===== config.mk =====
export PLATFORM = sky130hd
export DESIGN_NAME = adcsc_serial_ctrl
export DESIGN_NICKNAME = d
export VERILOG_FILES = /design/src/core/adcsc_sync.v /design/src/core/adcsc_fifo.v /design/src/core/adcsc_serial_ctrl.v
export VERILOG_INCLUDE_DIRS = /design/src /design/src/shared
export SDC_FILE = /design/constraint.sdc
export NUM_CORES = 1
export LEC_CHECK = 0
export ABC_AREA = 1
export BUFFER_PORTS_ARGS = -buffer_cell sky130_fd_sc_hd__buf_2
export CAP_MARGIN = 20
export CORE_MARGIN = 3
export CORE_UTILIZATION = 61
export CTS_BUF_LIST = sky130_fd_sc_hd__clkbuf_8 sky130_fd_sc_hd__clkbuf_16
export CTS_CLUSTER_SIZE = 24
export DETAILED_ROUTE_END_ITERATION = 10
export HOLD_SLACK_MARGIN = 0.05
export MAX_ROUTING_LAYER = met4
export PLACE_DENSITY = 0.91
export SYNTH_ARGS = -nofsm -noshare
export SYNTH_HDL_FRONTEND = slang
export SYNTH_SLANG_ARGS = --single-unit

===== constraint.sdc =====
create_clock -name mclk -period 2.82 [get_ports mclk]
set_input_delay 0.423 -clock mclk [delete_from_list [all_inputs] [get_ports mclk]]
set_output_delay 0.423 -clock mclk [all_outputs]
set_load 0.02 [all_outputs]

===== src/shared/adcsc_map.vh =====
// constants for the converter serial control block
//
// Contract
// - after chip select falls, leading zeros are skipped; first one is the start bit unless the result fifo is full or under seven result bits are out.
// - with chip select low, one input bit shifts in per serial clock rise.
// - control byte bits 6 to 4 form the three-bit channel select field.
// - control byte bit 3 set means unipolar, clear means bipolar conversion.
// - control byte bit 2 set means single-ended to common, clear means differential.
// - track/hold starts tracking on the fall after the fifth control bit.
// - track/hold goes to hold, conversion begins, on the fall after bit eight.
// - acquisition spans three serial clocks, ending on the fall after the last bit.
// - single-ended routes any input against common; differential uses pairs 0/1..6/7.
// - when conversion finishes the hold capacitor returns to the positive node.
// - external clock mode strobe pulses one serial period before the result msb.
// - strobe and serial output change only on serial clock falling edges, or clear to zero on deselect.
// - with input held high each conversion takes exactly 15 serial clocks.
// - an all-ones byte converts input 7 single-ended unipolar, external clock.
// - link is full duplex; bytes shift in on serial clock rises and out on falls.
// - each result is 12 bits, shifted out most significant bit first.
// - bits 1 and 0 pick power and clock mode; both set is external clock.
// - result is straight binary when unipolar, two's complement when bipolar.
// - single-ended codes 000,100,001,101,010,110,011,111 map to inputs 0 to 7.
// - differential: lower two bits pick the pair, upper bit makes odd positive.
`ifndef ADCSC_MAP_VH
`define ADCSC_MAP_VH

`define ADCSC_START_BIT       7
`define ADCSC_SEL_MSB_BIT     6
`define ADCSC_SEL_MID_BIT     5
`define ADCSC_SEL_LSB_BIT     4
`define ADCSC_POLARITY_BIT    3
`define ADCSC_INPUT_CFG_BIT   2
`define ADCSC_PCM_HI_BIT      1
`define ADCSC_PCM_LO_BIT      0

`define ADCSC_MODE_EXT_CLOCK  2'h3
`define ADCSC_CTRL_BITS       4'h8
`define ADCSC_TRACK_AFTER     4'h5
`define ADCSC_RESULT_BITS     4'hC
`define ADCSC_REARM_BITS      4'h7
`define ADCSC_TRIAL_MSB       12'h0800
`define ADCSC_RX_RESET        8'h00
`define ADCSC_PIN_RESET       4'h4

`endif


===== src/core/adcsc_sync.v =====
// two flip-flop synchroniser for pins entering the mclk domain
`timescale 1ns/1ps
module adcsc_sync #(
    parameter WIDTH       = 4,
    parameter [WIDTH-1:0] RESET_VALUE = {WIDTH{1'b0}}
) (
    input  wire             mclk,
    input  wire             reset_n,
    input  wire [WIDTH-1:0] pinIn,
    output reg  [WIDTH-1:0] syncOut
);
    reg [WIDTH-1:0] stage1;

    always @(posedge mclk or negedge reset_n) begin
        if (!reset_n) begin
            stage1  <= RESET_VALUE;
            syncOut <= RESET_VALUE;
        end else begin
            stage1  <= pinIn;
            syncOut <= stage1;
        end
    end
endmodule // adcsc_sync


===== src/core/adcsc_fifo.v =====
// result fifo with valid and ready on both sides
`timescale 1ns/1ps
module adcsc_fifo #(
    parameter WIDTH = 20,
    parameter DEPTH = 8,
    parameter AW    = 3
) (
    input  wire             mclk,
    input  wire             reset_n,
    input  wire             inValid,
    output wire             inReady,
    input  wire [WIDTH-1:0] inData,
    output wire             outValid,
    input  wire             outReady,
    output wire [WIDTH-1:0] outData
);
    reg [WIDTH-1:0] mem [0:DEPTH-1];
    reg [WIDTH-1:0] outReg;
    reg [AW-1:0]    wrPtr;
    reg [AW-1:0]    rdPtr;
    reg [AW:0]      count;
    wire            doWrite;
    wire            doRead;
    wire [AW-1:0]   rdPtrNext;

    assign inReady  = (count != DEPTH[AW:0]);
    assign outValid = (count != {(AW+1){1'b0}});
    assign outData  = outReg;
    assign rdPtrNext = !doRead ? rdPtr :
                       (rdPtr == DEPTH[AW-1:0] - 1'b1) ? {AW{1'b0}} : rdPtr + 1'b1;
    assign doWrite  = inValid & inReady;
    assign doRead   = outValid & outReady;

    always @(posedge mclk) begin
        if (doWrite) begin
            mem[wrPtr] <= inData;
        end
        // read register tracks the head word, bypassing a write into the head slot
        if (doWrite && (wrPtr == rdPtrNext)) begin
            outReg <= inData;
        end else begin
            outReg <= mem[rdPtrNext];
        end
    end

    always @(posedge mclk or negedge reset_n) begin
        if (!reset_n) begin
            wrPtr <= {AW{1'b0}};
            rdPtr <= {AW{1'b0}};
            count <= {(AW+1){1'b0}};
        end else begin
            if (doWrite) begin
                wrPtr <= (wrPtr == DEPTH[AW-1:0] - 1'b1) ? {AW{1'b0}} : wrPtr + 1'b1;
            end
            if (doRead) begin
                rdPtr <= (rdPtr == DEPTH[AW-1:0] - 1'b1) ? {AW{1'b0}} : rdPtr + 1'b1;
            end
            if (doWrite && !doRead) begin
                count <= count + 1'b1;
            end else if (doRead && !doWrite) begin
                count <= count - 1'b1;
            end
        end
    end
endmodule // adcsc_fifo


===== src/core/adcsc_serial_ctrl.v =====
// serial control, track/hold sequencing and sar result shifting
`timescale 1ns/1ps
`include "adcsc_map.vh"
module adcsc_serial_ctrl #(
    parameter FIFO_DEPTH = 8,
    parameter FIFO_AW    = 3
) (
    input  wire        mclk,
    input  wire        reset_n,
    input  wire        csN,
    input  wire        sclk,
    input  wire        din,
    input  wire        compHigh,
    output reg         doutOut,
    output wire        doutOe,
    output reg         strobeOut,
    output wire        strobeOe,
    output reg         trackMode,
    output reg         capOnPositive,
    output reg  [11:0] dacCode,
    output reg  [2:0]  muxPos,
    output reg  [2:0]  muxNeg,
    output reg         muxNegIsCom,
    output reg         polarityUnipolar,
    output reg  [1:0]  powerClockMode,
    output reg         convActive,
    output wire        resultValid,
    input  wire        resultReady,
    output wire [19:0] resultData
);
    // positive input index for a channel field (msb, mid, lsb)
    function [2:0] posInput;
        input [2:0] sel;
        begin
            posInput = {sel[1], sel[0], sel[2]};
        end
    endfunction

    // negative input index in differential mode: partner of the pair
    function [2:0] negInput;
        input [2:0] sel;
        begin
            negInput = {sel[1], sel[0], ~sel[2]};
        end
    endfunction

    wire [3:0] pinSync;
    wire       csSyncN;
    wire       sclkSync;
    wire       dinSync;
    wire       compSync;
    reg        sclkPrev;
    wire       sclkRise;
    wire       sclkFall;

    reg  [7:0] rxShift;
    reg  [3:0] rxCount;
    reg  [7:0] ctrlByte;
    reg  [3:0] convStep;
    reg        bipolarFlip;

    wire       fifoInReady;
    reg        fifoPush;
    reg [19:0] fifoData;
    wire       startAllowed;
    wire [11:0] trialMask;
    wire [11:0] decidedCode;
    wire [7:0] heldByte;

    adcsc_sync #(
        .WIDTH       (4),
        .RESET_VALUE (`ADCSC_PIN_RESET)
    ) u_sync (
        .mclk    (mclk),
        .reset_n (reset_n),
        .pinIn   ({compHigh, csN, sclk, din}),
        .syncOut (pinSync)
    );

    assign dinSync  = pinSync[0];
    assign sclkSync = pinSync[1];
    assign csSyncN  = pinSync[2];
    assign compSync = pinSync[3];

    assign sclkRise = sclkSync & ~sclkPrev;
    assign sclkFall = ~sclkSync & sclkPrev;

    // both outputs float while chip select is high
    assign doutOe   = ~csSyncN;
    assign strobeOe = ~csSyncN;

    // new start only when idle or after seven result bits, and room for the result
    assign startAllowed = (~convActive | (convStep >= `ADCSC_REARM_BITS)) & fifoInReady;

    assign trialMask   = `ADCSC_TRIAL_MSB >> convStep;
    assign decidedCode = (dacCode & ~trialMask) | (compSync ? trialMask : 12'h0000);
    assign heldByte    = rxShift;

    always @(posedge mclk or negedge reset_n) begin
        if (!reset_n) begin
            sclkPrev <= 1'b0;
        end else begin
            sclkPrev <= sclkSync;
        end
    end

    // control byte receiver
    always @(posedge mclk or negedge reset_n) begin
        if (!reset_n) begin
            rxShift          <= `ADCSC_RX_RESET;
            rxCount          <= 4'h0;
            trackMode        <= 1'b0;
            ctrlByte         <= `ADCSC_RX_RESET;
            muxPos           <= 3'h0;
            muxNeg           <= 3'h0;
            muxNegIsCom      <= 1'b1;
            polarityUnipolar <= 1'b1;
            powerClockMode   <= `ADCSC_MODE_EXT_CLOCK;
        end else if (csSyncN) begin
            rxShift   <= `ADCSC_RX_RESET;
            rxCount   <= 4'h0;
            trackMode <= 1'b0;
        end else if (sclkRise) begin
            if (rxCount == 4'h0) begin
                if (dinSync && startAllowed) begin
                    rxShift <= {7'h00, 1'b1};
                    rxCount <= 4'h1;
                end
            end else if (rxCount < `ADCSC_CTRL_BITS) begin
                rxShift <= {rxShift[6:0], dinSync};
                rxCount <= rxCount + 4'h1;
            end
        end else if (sclkFall) begin
            if (rxCount == `ADCSC_TRACK_AFTER) begin
                trackMode <= 1'b1;
            end else if (rxCount == `ADCSC_CTRL_BITS) begin
                trackMode <= 1'b0;
                rxCount   <= 4'h0;
                ctrlByte  <= heldByte;
                // channel, polarity, input and mode fields
                polarityUnipolar <= heldByte[`ADCSC_POLARITY_BIT];
                powerClockMode   <= heldByte[`ADCSC_PCM_HI_BIT:`ADCSC_PCM_LO_BIT];
                muxPos <= posInput(heldByte[`ADCSC_SEL_MSB_BIT:`ADCSC_SEL_LSB_BIT]);
                if (heldByte[`ADCSC_INPUT_CFG_BIT]) begin
                    muxNegIsCom <= 1'b1;
                    muxNeg      <= 3'h0;
                end else begin
                    muxNegIsCom <= 1'b0;
                    muxNeg <= negInput(heldByte[`ADCSC_SEL_MSB_BIT:`ADCSC_SEL_LSB_BIT]);
                end
            end
        end
    end

    // successive approximation and result shifting, all on falling edges
    always @(posedge mclk or negedge reset_n) begin
        if (!reset_n) begin
            convActive    <= 1'b0;
            convStep      <= 4'h0;
            dacCode       <= 12'h0000;
            capOnPositive <= 1'b1;
            strobeOut     <= 1'b0;
            doutOut       <= 1'b0;
            bipolarFlip   <= 1'b0;
            fifoPush      <= 1'b0;
            fifoData      <= 20'h0_0000;
        end else begin
            fifoPush <= 1'b0;
            if (csSyncN) begin
                convActive    <= 1'b0;
                convStep      <= 4'h0;
                capOnPositive <= 1'b1;
                strobeOut     <= 1'b0;
                doutOut       <= 1'b0;
            end else if (sclkFall) begin
                if (rxCount == `ADCSC_CTRL_BITS) begin
                    // hold: capacitor swings to the negative node, trial starts
                    convActive    <= 1'b1;
                    convStep      <= 4'h0;
                    capOnPositive <= 1'b0;
                    dacCode       <= `ADCSC_TRIAL_MSB;
                    bipolarFlip   <= ~heldByte[`ADCSC_POLARITY_BIT];
                    strobeOut <= (heldByte[1:0] == `ADCSC_MODE_EXT_CLOCK);
                    doutOut       <= 1'b0;
                end else if (convActive) begin
                    strobeOut <= 1'b0;
                    // msb first; bipolar inverts the msb for two's complement
                    if (convStep == 4'h0) begin
                        doutOut <= compSync ^ bipolarFlip;
                    end else begin
                        doutOut <= compSync;
                    end
                    dacCode  <= decidedCode | (trialMask >> 1);
                    convStep <= convStep + 4'h1;
                    if (convStep == `ADCSC_RESULT_BITS - 4'h1) begin
                        convActive    <= 1'b0;
                        capOnPositive <= 1'b1;
                        dacCode       <= decidedCode;
                        fifoPush      <= 1'b1;
                        fifoData      <= {ctrlByte,
                                          decidedCode[11] ^ bipolarFlip,
                                          decidedCode[10:0]};
                    end
                end else begin
                    strobeOut <= 1'b0;
                    doutOut   <= 1'b0;
                end
            end
        end
    end

    adcsc_fifo #(
        .WIDTH (20),
        .DEPTH (FIFO_DEPTH),
        .AW    (FIFO_AW)
    ) u_fifo (
        .mclk     (mclk),
        .reset_n  (reset_n),
        .inValid  (fifoPush),
        .inReady  (fifoInReady),
        .inData   (fifoData),
        .outValid (resultValid),
        .outReady (resultReady),
        .outData  (resultData)
    );
endmodule // adcsc_serial_ctrl


==> flow_summary.toml <==
[clock_tree]
clock_sink_count = 252
root_buffer = "clkbuf_16"
cts_buffer_depth = 3
post_cts_buffers = 0
path_clk_slew_ns = 0.06
insertion_delay_ns = 0.52
numCtsBuffers = 25
cts_tree = "done"
htree_levels = 1

[grt]
gr-total-overflow = 0
use_met3_pct = 3.835
grt_max_degree = 81
grt_usage_pct = 25.55
antenna_found_initial = 0
grt_pass1_vias = 7069
grt_pass1_wl_um = 36630
grt-busiest-layer = "met2"
use_met2_pct = 42.43
grt_use_met1_pct = 32.02

[placement]
dp_hpwl_um = 13320
gp_congestion = 0.8460
port_buffers = 56

[finish]
final_util_pct = 71.12
num-fill-cells = 998
drive_above_1_share_pct = 15.72
syn2layout_area_growth_pct = 13.05
layout.nets = 993
diodes = 0

[timing]
max_clock_freq_ghz = 0.3818
finalSetupTns_ns = 0
drv_slew = 0
timing.final.hold_violations = 0
rsz0062_at_grt = "no"
min_period_over_period_pct = 92.89
finClkSkew_ns = 0.01317
tightest_slew_ns = 0.8528
fin_crit_ns = 2.619
final-setup-viol-count = 0
slew_headroom_pct = 43.08

[yosys]
synth_area_per_cell_um2 = 11.61
yosys_warnings = 0
synth_cell_types = 37
synth_cells = 908
syn_area_um2 = 10540
syn-num-nets = 934
seq_area_frac_synth_pct = 67.35
ys_ff_latch = 252

[run]
drv_cap = 0

[route]
drc = 0
drt_iter0_markers = 693
wl_um = 22930
wl_per_cell_um = 19.01
ant_nets = 0
via_per_inst = 5.891
vias = 7105
drtPass1Iterations = 6

[setup_path]
startpoint_type = "flop"
cp.arrival_ns = 2.20
cp_data_required_time_ns = 2.40
rr_worst_depth = 15
cp_max_fo = 41
r2r_start = "u_fifo.count[0]"
r2r_end = "u_fifo.count[3]"
crit_end = "resultData[11]"
path_class = "reg -> out"
rrSetupSlack_ns = 0.63
cp-end-kind = "output pin"

[floorplan]
dieArea_um2 = 18900
pin_count = 57
rows = 47
die_h_um = 137.5
floorplan.initialDensity_pct = 62.90
core_um2 = 16760
fp.dieW_um = 137.5

[power_and_ir_drop]
seqPwrFrac_pct = 42.5
p_sw_share_pct = 30.91
p_per_area_nw_per_um2 = 810.4
pwr-share-clk_pct = 34.2
power_switching_mw = 2.985
cell_internal_pwr_mw = 6.674
ir_drop_mv = 0.5489
power_frac_comb_pct = 23.4
leakage_nw = 4.697

[worst_hold_path]
hp-class = "in -> reg"

[run_status]
status = "finished, final reports clean"
==> cell usage after synthesis, drive strengths merged <==
library cell	count	area, um^2
a21boi	1	7.510
a21oi	9	45.04
a31oi	3	18.77
buf	20	153.9
clkbuf	24	90.09
dfrtp	82	2052
dfstp	7	183.9
dfxtp	3	60.06
edfxtp	160	4805
fa	1	20.02
ha	18	225.2
inv	56	217.7
mux2i	40	400.4
nand2	217	819.5
nand3	20	122.6
nand4	9	71.32
nor2	80	349.1
o21a	2	15.01
o21ai	106	560.5
o22ai	44	275.3
or2	1	6.260
xnor2	4	35.03
xor2	1	8.760
==> critical path: stages (launching register included) <==
cell	delay [ns]
dfxtp_4	0.49
buf_12	0.26
o21ai_0	0.20
o22ai_1	0.27
nand2_1	0.11
nand2_1	0.15
buf_2	0.18
==> how the worst min path moves through the flow <==
stage | startpoint | end | slack [ns] | cells past startpoint
after detailed placement | u_sync.stage1[3] | u_sync.syncOut[3] | 0.34 | 0
after global routing | resultReady | u_fifo.rdPtr[1] | 0.32 | 4
final | resultReady | u_fifo.rdPtr[1] | 0.27 | 4
after CTS | resultReady | u_fifo.rdPtr[1] | 0.26 | 4
after global placement | u_sync.stage1[0] | u_sync.syncOut[0] | 0.33 | 0
after floorplan | reset_n | bipolarFlip | 0.13 | 0
==> state kept, by name, summed over array words and instances, names as in the netlist, 3 cells and up, named ones only <==
register	count
muxNeg	3
rxCount	4
u_sync.syncOut	4
u_fifo.mem	160
ctrlByte	6
u_sync.stage1	4
dacCode	12
convStep	4
fifoData	20
u_fifo.count	4
heldByte	8
u_fifo.rdPtr	3
u_fifo.wrPtr	3
==> per-stage QoR <==
| step | total power, mW | cell area [um^2] | hold WS [ns] | instances | setup WS (ns) |
|---|---|---|---|---|---|
| 2_1_floorplan | 5.686 | 10540 | 0.1274 | 908 | 0.7362 |
| 3_3_place_gp | 6.290 | 11030 | 0.3324 | 1155 | 0.6916 |
| 3_5_place_dp | 6.360 | 11030 | 0.3436 | 1155 | 0.6511 |
| 4_1_cts | 9.648 | 11920 | 0.2637 | 1206 | 0.1171 |
| 5_1_grt | 10.01 | 11920 | 0.3171 | 1206 | 0.07090 |
| 6_report | 9.660 | 11920 | 0.2746 | 1206 | 0.2006 |
==> logic make-up (layout without fill, tap and decap cells) <==
| family | after synthesis | after routing | share of synthesized area (%) |
|---|---|---|---|
| AO/OA/AOI/OAI | 165 | 165 | 8.747 |
| flip-flops | 252 | 252 | 67.35 |
| adder cells (fa/ha/maj) | 19 | 19 | 2.326 |
| XOR/XNOR | 5 | 5 | 0.4154 |
| buffers and inverters | 100 | 178 | 4.379 |
| AND/OR/NAND/NOR | 327 | 327 | 12.98 |
| multiplexers | 40 | 40 | 3.798 |
==> area by class of cell <==
type                            instances  area, um^2  share of cell area, %
Clock buffer                           33       735.7                  6.173
Multi-Input combinational cell        556        2990                  25.09
Inverter                               56       217.7                  1.827
Timing Repair Buffer                   76       495.5                  4.157
Tap cell                              220       275.3                  2.309
Clock inverter                         13       98.84                 0.8293
Sequential cell                       252        7106                  59.62
==> layout by cell type (no fill, tap or decap), types with 3 or more instances in the layout <==
cell type        n
xnor2_1          4
inv_1           52
a31oi_1          3
clkbuf_16       25
buf_12           4
nand4_1          8
nand3_1         17
dfstp_2          7
inv_4            5
clkinv_2         4
a21oi_1          9
dlygate4sd3_1    5
dfrtp_1         82
o22ai_1         44
nor2_4           4
buf_4           12
edfxtp_1       160
inv_2            4
mux2i_1         40
buf_2           55
clkbuf_8         8
ha_1            18
o21ai_2          8
nor2_2           5
nor2_1          70
o21ai_0         96
nand2_1        215
==> metal layers <==
metal / up-vias / wire (um)
li1: 3252 / -
met1: 3422 / 8952
met5: - / 0
met2: 363 / 11510
met4: 0 / 766
met3: 68 / 1706
==> repair_timing <==
action	4_1_cts	5_1_grt
hold buffers	5	0
gates resized for setup	0	1
endpoints found under the setup margin	0	1
endpoints found under the hold margin	42	0
==> power groups by stage <==
| stage | sequential [mW] | clock (mW) | combinational (mW) |
|---|---|---|---|
| after floorplan | 4.10 | 0 | 1.58 |
| after global placement | 4.17 | 0 | 2.12 |
| after detailed placement | 4.18 | 0 | 2.18 |
| after CTS | 4.10 | 3.31 | 2.24 |
| after global routing | 4.12 | 3.47 | 2.43 |
| final | 4.10 | 3.30 | 2.26 |
Note: power is estimated with default switching activity, not from simulation.
